--- config.mk ---
export PLATFORM = sky130hd
export DESIGN_NAME = dim_dac_irq_ctrl
export DESIGN_NICKNAME = d
export VERILOG_FILES = /design/src/hdl/dim_pkg.sv /design/src/hdl/dim_mask_if.sv /design/src/hdl/dim_dac_irq_ctrl.sv /design/src/hdl/dim_mask_bank.sv
export SDC_FILE = /design/constraint.sdc
export NUM_CORES = 1
export LEC_CHECK = 0
export BUFFER_PORTS_ARGS = -buffer_cell sky130_fd_sc_hd__buf_2
export CAP_MARGIN = 30
export CORE_UTILIZATION = 32
export CTS_CLUSTER_SIZE = 10
export DETAILED_ROUTE_END_ITERATION = 10
export MAX_ROUTING_LAYER = met4
export PLACE_DENSITY_LB_ADDON = 0.05
export SETUP_SLACK_MARGIN = 0.1
export SYNTH_ARGS = -nofsm -noshare
export SYNTH_HDL_FRONTEND = slang
export SYNTH_SLANG_ARGS = --single-unit
--- constraint.sdc ---
create_clock -name CLK_IN -period 1.2 [get_ports CLK_IN]
set_input_delay 0.06 -clock CLK_IN [delete_from_list [all_inputs] [get_ports CLK_IN]]
set_output_delay 0.06 -clock CLK_IN [all_outputs]
set_load 0.01 [all_outputs]
--- src/hdl/dim_pkg.sv ---
/*
  constants for the dac interrupt mask block: register addresses,
  source bit positions, reset values and address decode.
  assumes a 32-bit apb with byte addresses and one word per register.
*/
// What this block does
// - enable write of one sets that mask bit
// - zero bits in either write change nothing
// - disable write of one clears that mask bit
// - bit 0 is the transmit ready source
// - bit 1 is the end of conversion source
// - bit 2 is the transmit buffer end source
// - bit 3 is the transmit buffer empty source
`default_nettype none
package dim_pkg;

  // ==========================================================
  // sizes
  localparam int unsigned DIM_NUM_SRC = 4;
  localparam int unsigned DIM_DATA_W  = 32;
  localparam int unsigned DIM_ADDR_W  = 32;

  // ==========================================================
  // register byte addresses
  localparam logic [31:0] DIM_ADDR_IRQ_ENABLE  = 32'h4003c024;
  localparam logic [31:0] DIM_ADDR_IRQ_DISABLE = 32'h4003c028;
  localparam logic [31:0] DIM_ADDR_IRQ_MASK    = 32'h4003c02c;
  localparam logic [31:0] DIM_ADDR_SRC_STATUS  = 32'h4003c030;

  // ==========================================================
  // source bit positions
  localparam int unsigned DIM_BIT_TX_READY   = 0;
  localparam int unsigned DIM_BIT_CONV_END   = 1;
  localparam int unsigned DIM_BIT_TXBUF_END  = 2;
  localparam int unsigned DIM_BIT_TXBUF_EMPTY = 3;

  // ==========================================================
  // reset and fill values
  localparam logic [3:0]  DIM_MASK_RST = 4'h0;
  localparam logic [3:0]  DIM_NONE     = 4'h0;
  localparam logic [31:0] DIM_WORD_ZERO = 32'h0000_0000;
  localparam logic [27:0] DIM_PAD_ZERO  = 28'h000_0000;

  // ==========================================================
  // full address compare, used by several decoders
  function automatic logic dim_hit(input logic [31:0] addr,
                                   input logic [31:0] reg_addr);
    dim_hit = (addr == reg_addr);
  endfunction : dim_hit

endpackage : dim_pkg
`default_nettype wire

--- src/hdl/dim_mask_if.sv ---
/*
  carrier between the apb front end and the mask bank.
  assumes both ends sit on the same clock.
*/
`timescale 1ns/1ns
`default_nettype none
interface dim_mask_if;
  logic [3:0] set_bits;
  logic [3:0] clr_bits;
  logic [3:0] mask;

  modport ctrl (output set_bits, output clr_bits, input mask);
  modport bank (input set_bits, input clr_bits, output mask);
endinterface : dim_mask_if
`default_nettype wire

--- src/hdl/dim_dac_irq_ctrl.sv ---
/*
  apb slave for the dac interrupt enable and disable registers,
  plus mask readback, raw source status and the interrupt output.
  assumes source flags are levels on CLK_IN and apb is on CLK_IN.
*/
`timescale 1ns/1ns
`default_nettype none
module dim_dac_irq_ctrl
  import dim_pkg::*;
(
  input  wire logic        CLK_IN,
  input  wire logic        RESETN_IN,
  input  wire logic        PSEL_IN,
  input  wire logic        PENABLE_IN,
  input  wire logic        PWRITE_IN,
  input  wire logic [31:0] PADDR_IN,
  input  wire logic [31:0] PWDATA_IN,
  output logic      [31:0] PRDATA_OUT,
  output logic             PREADY_OUT,
  output logic             PSLVERR_OUT,
  input  wire logic [3:0]  SRC_FLAGS_IN,
  output logic             IRQ_OUT,
  output logic      [3:0]  MASK_OUT
);

  // ==========================================================
  // bus phases
  wire setup_ph;
  wire access_ph;
  wire wr_fire;

  assign setup_ph  = PSEL_IN & ~PENABLE_IN;
  assign access_ph = PSEL_IN & PENABLE_IN;
  // no wait states: every access completes in its first cycle
  assign PREADY_OUT = 1'b1;
  assign wr_fire    = access_ph & PWRITE_IN & PREADY_OUT;

  // ==========================================================
  // address decode
  wire hit_en;
  wire hit_dis;
  wire hit_mask;
  wire hit_stat;
  wire hit_any;

  assign hit_en   = dim_hit(PADDR_IN, DIM_ADDR_IRQ_ENABLE);
  assign hit_dis  = dim_hit(PADDR_IN, DIM_ADDR_IRQ_DISABLE);
  assign hit_mask = dim_hit(PADDR_IN, DIM_ADDR_IRQ_MASK);
  assign hit_stat = dim_hit(PADDR_IN, DIM_ADDR_SRC_STATUS);
  assign hit_any  = hit_en | hit_dis | hit_mask | hit_stat;

  // unmapped addresses answer with an error, nothing changes
  assign PSLVERR_OUT = access_ph & ~hit_any;

  // ==========================================================
  // write strobes to the mask bank
  dim_mask_if mif ();

  wire [3:0] wr_bits;

  // only the four source bits are looked at
  assign wr_bits = PWDATA_IN[DIM_NUM_SRC-1:0];

  // bit i of either word maps to source i
  // bit 0 transmit ready
  // bit 1 end of conversion
  // bit 2 transmit buffer end
  // bit 3 transmit buffer empty
  assign mif.set_bits = (wr_fire & hit_en)  ? wr_bits
                                            : DIM_NONE;
  assign mif.clr_bits = (wr_fire & hit_dis) ? wr_bits
                                            : DIM_NONE;

  dim_mask_bank u_bank (
    .clk_in    (CLK_IN),
    .resetn_in (RESETN_IN),
    .mif       (mif)
  );

  // ==========================================================
  // read data
  // loaded in the setup cycle so the access phase sees a flop
  logic [31:0] prdata_r;
  logic [31:0] prdata_nxt;
  wire  [31:0] rd_word;

  // enable and disable words are write-only and read as zero
  assign rd_word = hit_mask ? {DIM_PAD_ZERO, mif.mask}
                 : hit_stat ? {DIM_PAD_ZERO, SRC_FLAGS_IN}
                 : DIM_WORD_ZERO;
  assign prdata_nxt = (setup_ph & ~PWRITE_IN) ? rd_word : prdata_r;

  always_ff @(posedge CLK_IN) begin
    if (!RESETN_IN) begin
      prdata_r <= DIM_WORD_ZERO;
    end else begin
      prdata_r <= prdata_nxt;
    end
  end

  assign PRDATA_OUT = prdata_r;

  // ==========================================================
  // interrupt output
  logic irq_r;
  wire  irq_nxt;

  // registered so the pin never glitches on flag edges
  assign irq_nxt = |(SRC_FLAGS_IN & mif.mask);

  always_ff @(posedge CLK_IN) begin
    if (!RESETN_IN) begin
      irq_r <= 1'b0;
    end else begin
      irq_r <= irq_nxt;
    end
  end

  assign IRQ_OUT  = irq_r;
  assign MASK_OUT = mif.mask;

  // ==========================================================
  // checks on the enable word
  a_enable_sets_mask:
    assert property (@(posedge CLK_IN) disable iff (!RESETN_IN)
      (access_ph && PWRITE_IN && hit_en) |=>
        ((MASK_OUT & $past(PWDATA_IN[3:0]))
          == $past(PWDATA_IN[3:0])))
    else $error("enable write did not set mask bits");

  a_enable_zero_keeps:
    assert property (@(posedge CLK_IN) disable iff (!RESETN_IN)
      (access_ph && PWRITE_IN && hit_en) |=>
        (((MASK_OUT ^ $past(MASK_OUT))
          & ~$past(PWDATA_IN[3:0])) == DIM_NONE))
    else $error("enable write moved a zero bit");

  // ==========================================================
  // checks on the disable word
  a_disable_clears_mask:
    assert property (@(posedge CLK_IN) disable iff (!RESETN_IN)
      (access_ph && PWRITE_IN && hit_dis) |=>
        ((MASK_OUT & $past(PWDATA_IN[3:0])) == DIM_NONE))
    else $error("disable write left mask bits set");

  a_disable_zero_keeps:
    assert property (@(posedge CLK_IN) disable iff (!RESETN_IN)
      (access_ph && PWRITE_IN && hit_dis) |=>
        (((MASK_OUT ^ $past(MASK_OUT))
          & ~$past(PWDATA_IN[3:0])) == DIM_NONE))
    else $error("disable write moved a zero bit");

  // ==========================================================
  // bit placement checks
  a_tx_ready_route:
    assert property (@(posedge CLK_IN) disable iff (!RESETN_IN)
      (access_ph && PWRITE_IN && hit_en
        && PWDATA_IN[3:0] == 4'h1)
      |=> MASK_OUT[DIM_BIT_TX_READY]
        ##0 (MASK_OUT[3:1] == $past(MASK_OUT[3:1])))
    else $error("bit 0 did not reach transmit ready");

  a_conv_end_route:
    assert property (@(posedge CLK_IN) disable iff (!RESETN_IN)
      (access_ph && PWRITE_IN && hit_dis
        && PWDATA_IN[3:0] == 4'h2)
      |=> !MASK_OUT[DIM_BIT_CONV_END]
        ##0 (MASK_OUT[0] == $past(MASK_OUT[0])))
    else $error("bit 1 did not reach end of conversion");

  a_buf_end_irq:
    assert property (@(posedge CLK_IN) disable iff (!RESETN_IN)
      (SRC_FLAGS_IN == 4'h4 && MASK_OUT[DIM_BIT_TXBUF_END])
      |=> IRQ_OUT)
    else $error("transmit buffer end did not raise irq");

  a_buf_empty_quiet:
    assert property (@(posedge CLK_IN) disable iff (!RESETN_IN)
      (SRC_FLAGS_IN == 4'h8 && !MASK_OUT[DIM_BIT_TXBUF_EMPTY])
      |=> !IRQ_OUT)
    else $error("masked buffer empty raised irq");

  // ==========================================================
  // gating and ignored bits
  a_irq_follows_mask:
    assert property (@(posedge CLK_IN) disable iff (!RESETN_IN)
      $rose(IRQ_OUT) |->
        ($past(SRC_FLAGS_IN) & $past(MASK_OUT)) != DIM_NONE)
    else $error("irq rose with no enabled flag");

  a_high_bits_ignored:
    assert property (@(posedge CLK_IN) disable iff (!RESETN_IN)
      (access_ph && PWRITE_IN && (hit_en || hit_dis)
        && PWDATA_IN[3:0] == DIM_NONE)
      |=> $stable(MASK_OUT))
    else $error("upper write bits changed the mask");

  a_idle_holds_mask:
    assert property (@(posedge CLK_IN) disable iff (!RESETN_IN)
      !(access_ph && PWRITE_IN) [*2] |-> $stable(MASK_OUT))
    else $error("mask changed without a write");

  // ==========================================================
  // bus answer checks, plus irq low with no enabled flag
  a_read_mask_word:
    assert property (@(posedge CLK_IN) disable iff (!RESETN_IN)
      (setup_ph && !PWRITE_IN && hit_mask) |=>
        (PRDATA_OUT == {DIM_PAD_ZERO, $past(MASK_OUT)}))
    else $error("mask readback wrong");

  // an unmapped access must also leave the mask alone
  a_unmapped_error:
    assert property (@(posedge CLK_IN) disable iff (!RESETN_IN)
      (access_ph && !hit_any) |-> PSLVERR_OUT ##1 $stable(MASK_OUT))
    else $error("unmapped access not flagged or not ignored");

  a_read_stat_word:
    assert property (@(posedge CLK_IN) disable iff (!RESETN_IN)
      (setup_ph && !PWRITE_IN && hit_stat) |=>
        (PRDATA_OUT == {DIM_PAD_ZERO, $past(SRC_FLAGS_IN)}))
    else $error("status readback wrong");

  a_wo_reads_zero:
    assert property (@(posedge CLK_IN) disable iff (!RESETN_IN)
      (setup_ph && !PWRITE_IN && (hit_en || hit_dis)) |=>
        (PRDATA_OUT == DIM_WORD_ZERO))
    else $error("write-only word read back nonzero");

  // read data must not move under a master that samples late
  a_rdata_holds:
    assert property (@(posedge CLK_IN) disable iff (!RESETN_IN)
      !(setup_ph && !PWRITE_IN) |=> $stable(PRDATA_OUT))
    else $error("read data moved outside a read setup");

  a_irq_drops_masked:
    assert property (@(posedge CLK_IN) disable iff (!RESETN_IN)
      ((SRC_FLAGS_IN & MASK_OUT) == DIM_NONE) |=> !IRQ_OUT)
    else $error("irq high with no enabled flag");

endmodule : dim_dac_irq_ctrl
`default_nettype wire

--- src/hdl/dim_mask_bank.sv ---
/*
  the four interrupt mask bits and their set and clear logic.
  assumes set and clear strobes are one-cycle and already decoded.
*/
`timescale 1ns/1ns
`default_nettype none
module dim_mask_bank
  import dim_pkg::*;
(
  input wire logic   clk_in,
  input wire logic   resetn_in,
  dim_mask_if.bank   mif
);

  // ==========================================================
  // mask update
  logic [3:0] mask_r;
  logic [3:0] mask_nxt;
  wire  [3:0] keep_bits;

  // only bits written as one move; zeros keep state
  assign keep_bits = ~(mif.set_bits | mif.clr_bits);
  // set and clear never come together: one address per access
  assign mask_nxt  = (mask_r & keep_bits)
                   | mif.set_bits;
  assign mif.mask  = mask_r;

  always_ff @(posedge clk_in) begin
    if (!resetn_in) begin
      mask_r <= DIM_MASK_RST;
    end else begin
      mask_r <= mask_nxt;
    end
  end

  // ==========================================================
  // checks
  a_clear_drops_bits:
    assert property (@(posedge clk_in) disable iff (!resetn_in)
      (mif.clr_bits != DIM_NONE) |=>
        ((mask_r & $past(mif.clr_bits)) == DIM_NONE))
    else $error("cleared mask bit still set");

  a_set_raises_bits:
    assert property (@(posedge clk_in) disable iff (!resetn_in)
      (mif.set_bits != DIM_NONE) |=>
        ((mask_r & $past(mif.set_bits)) == $past(mif.set_bits)))
    else $error("set mask bit not raised");

endmodule : dim_mask_bank
`default_nettype wire

==> results.sh <==
export IMPL_power_density_mw_per_mm2=602.9
export IMPL_ant_nets=0
export IMPL_fin_crit_ps=1091
export IMPL_p_leak_nw=0.6044
export IMPL_die_area_mm2=0.003072
export IMPL_p_clk_frac=0.319
export IMPL_maxCapViolCount=0
export IMPL_syn_cell_area_um2=913.4
export IMPL_root_buffer="clkbuf_4"
export IMPL_yosysTopAreaCellShare=0.2384
export IMPL_yosysWarnings=0
export IMPL_top_level_ports=112
export IMPL_drtPass1Iterations=4
export IMPL_grt_ovfl_total=0
export IMPL_hp_class="in2reg"
export IMPL_antenna_found_initial=0
export IMPL_ir_drop_mv=0.4522
export IMPL_drt_initial_drc_count=28
export IMPL_fp_row_count=19
export IMPL_grt_pass1_wl_mm=3.519
export IMPL_finalWirelength_mm=2.088
export IMPL_final_util=0.4458
export IMPL_ys_seq_elements=9
export IMPL_p_sw_frac=0.2980
export IMPL_skew_ps=3.054
export IMPL_place_hpwl_mm=1.742
export IMPL_slew_viol_final=0
export IMPL_postCtsHoldBufs=0
export IMPL_numCtsBuffers=3
export IMPL_p_switching_w=0.0002189
export IMPL_final_nets=239
export IMPL_coreArea_mm2=0.002734
export IMPL_vias_per_cell=4.745
export IMPL_vias=930
export IMPL_finalWorstSetupSlack_ps=108.9
export IMPL_clk_latency_ps=260
export IMPL_drc=0
export IMPL_routabilityCongestion=0.7170
export IMPL_required_ps=1140
export IMPL_clkSinkCount=9
export IMPL_crit_path_end_kind="output port"
export IMPL_seq_power_share=0.406
export IMPL_io_buffers=54
export IMPL_die_x_um=55.43
export IMPL_ys_types=27
export IMPL_avgSynthCellArea_um2=8.868
export IMPL_cts_buffer_depth=2
export IMPL_p_int_w=0.0005158
export IMPL_max_freq_mhz=916.5
export IMPL_hold_violations=0
export IMPL_outcome="completed"
export IMPL_grt_start_max_net_pins=11
export IMPL_synth_area_leaders="buf_4 (24%), dfxtp_1 (20%), nor4b_4 (10%), a22oi_1 (4.9%), nand4_4 (4.7%)"
export IMPL_drive_gt1_frac=0.4727
export IMPL_period_share=0.9093
export IMPL_path_class="in2out"
export IMPL_design_area_mm2=0.001219
export IMPL_fp_dieH_um=55.43
export IMPL_rsz0062_at_grt="true"
export IMPL_crit_fanout=2
export IMPL_start_util=0.3341
export IMPL_first_global_vias=846
export IMPL_cp_cell_sequence="buf_6 -> nor4b_4 -> and4_4 -> a31oi_1 -> buf_2"
export IMPL_syn_inst=103
export IMPL_layout_area_overhead_vs_synth_pct=33.42
export IMPL_cp_slowest_cell="nor4b_4"
export IMPL_diodes=0
export IMPL_cts_tree="built"
export IMPL_cpPeakStageDelay_ps=350
export IMPL_setup_violations=0
export IMPL_synth_top_cell_by_area="buf_4"
export IMPL_p_comb_frac=0.275
export IMPL_cp_arrival_ps=1030
export IMPL_grtUsageTotal=0.1456
export IMPL_dpl_worst_slack_ps=-127.4
export IMPL_wl_per_cell_um=10.65
export IMPL_startpoint_type="input port"
export IMPL_place_area_mm2=0.001136
export IMPL_synth_yosys_seq_area_share=0.1973
export IMPL_fin_hold_ws_ps=58.56
export IMPL_clkTransAtPathRegs_ps=60
export IMPL_h_tree_depth=1
cells in the mapped netlist:
master,n
buf_4,29
dfxtp_1,9
nand2_1,9
a22oi_1,6
nor3_1,5
and2_1,4
nand3_1,4
nand4_1,4
nor4b_4,4
o21ai_0,4
o41ai_1,4
and4b_1,2
clkbuf_1,2
conb_1,2
nand4_4,2
nor2_1,2
a21boi_0,1
a31oi_1,1
and3b_1,1
and4_1,1
and4_2,1
and4bb_2,1
nor2b_1,1
nor3b_1,1
nor4_4,1
or3b_1,1
xnor2_1,1
logic make-up after synthesis:
group | after synthesis | share of synthesized area
AND/OR/NAND/NOR | 44 | 0.4137
other | 2 | 0.008222
AO/OA/AOI/OAI | 16 | 0.1247
buffers and inverters | 31 | 0.2466
XOR/XNOR | 1 | 0.009591
flip-flops | 9 | 0.1973
power groups by stage:
| stage | Combinational (W) | Clock [W] | Sequential, W |
|---|---|---|---|
| after global routing | 0.000221 | 0.000267 | 0.000298 |
| after floorplan | 0.000158 | 0 | 0.000305 |
| after CTS | 0.000198 | 0.000243 | 0.000299 |
| after global placement | 0.000192 | 0 | 0.000305 |
| after detailed placement | 0.000195 | 0 | 0.000305 |
| final | 0.000202 | 0.000234 | 0.000299 |
worst paths after layout:
| path | slack, ps | start | to | depth (start not counted) |
|---|---|---|---|---|
| setup / recovery | 110 | PADDR_IN[1] | PSLVERR_OUT | 5 |
| hold / removal | 60 | PWDATA_IN[0] | u_bank.mif.mask[0] | 3 |
| setup reg to reg | 310 | u_bank.mif.mask[0] | PRDATA_OUT[0] | 3 |
| hold reg to reg | 510 | u_bank.mif.mask[3] | u_bank.mif.mask[3] | 2 |
layout make-up:
cell class	instances	area [um2]
multi-input cells	90	630.6
repair buffers	62	342.8
clock buffers	4	26.28
well taps	31	38.79
flip-flops and latches	9	180.2
fillers	291	1515
sequential cells by signal, indices dropped and copies added (netlist names):
name and cells:
PRDATA_OUT 4, IRQ_OUT 1, u_bank.mif.mask 4
routing by layer:
metal	routed length (um)	GRT usage	vias up
li1	-	-	446
met1	839	0.1696	433
met2	1075	0.2547	51
met3	173	0.03981	0
met4	0	0.02143	0
met5	0	-	-
stage by stage:
step	total power (W)	instances	setup TNS (ps)
3_3_place_gp	0.0004971	189	-527.7
4_1_cts	0.0007390	196	0
2_1_floorplan	0.0004638	130	0
5_1_grt	0.0007868	196	0
6_report	0.0007347	196	0
3_5_place_dp	0.0005006	189	-679.1
worst max-delay path: cells and delay by family:
kind,cells,cell delay [ps]
compound gates,1,90
buf+inv,2,240
simple gates,2,640
placed cells by master, fill, tap and decap left out, types with 2 or more instances in the layout:
cell type | synthesis | routed
nand3_1 | 4 | 4
nand4_1 | 4 | 4
nand4_4 | 2 | 2
and4_4 | 0 | 2
buf_2 | 0 | 52
buf_6 | 0 | 2
and2_1 | 4 | 4
nor4b_4 | 4 | 4
buf_4 | 29 | 8
dfxtp_1 | 9 | 9
clkbuf_4 | 0 | 3
conb_1 | 2 | 29
a22oi_1 | 6 | 6
nor2_1 | 2 | 2
o21ai_0 | 4 | 4
nor3_1 | 5 | 3
nand2_1 | 9 | 9
and4b_1 | 2 | 2
o41ai_1 | 4 | 3
nor3_2 | 0 | 2
repair_timing:
| item | in CTS | in global routing |
|---|---|---|
| hold endpoints to repair | 0 | 0 |
| endpoints found under the setup margin | 1 | 9 |
| buffers inserted | 3 | 0 |
| gates cloned | 0 | 0 |
| resized for setup | 3 | 5 |
| pin swaps | 5 | 3 |
(Power assumes the default switching activity.)
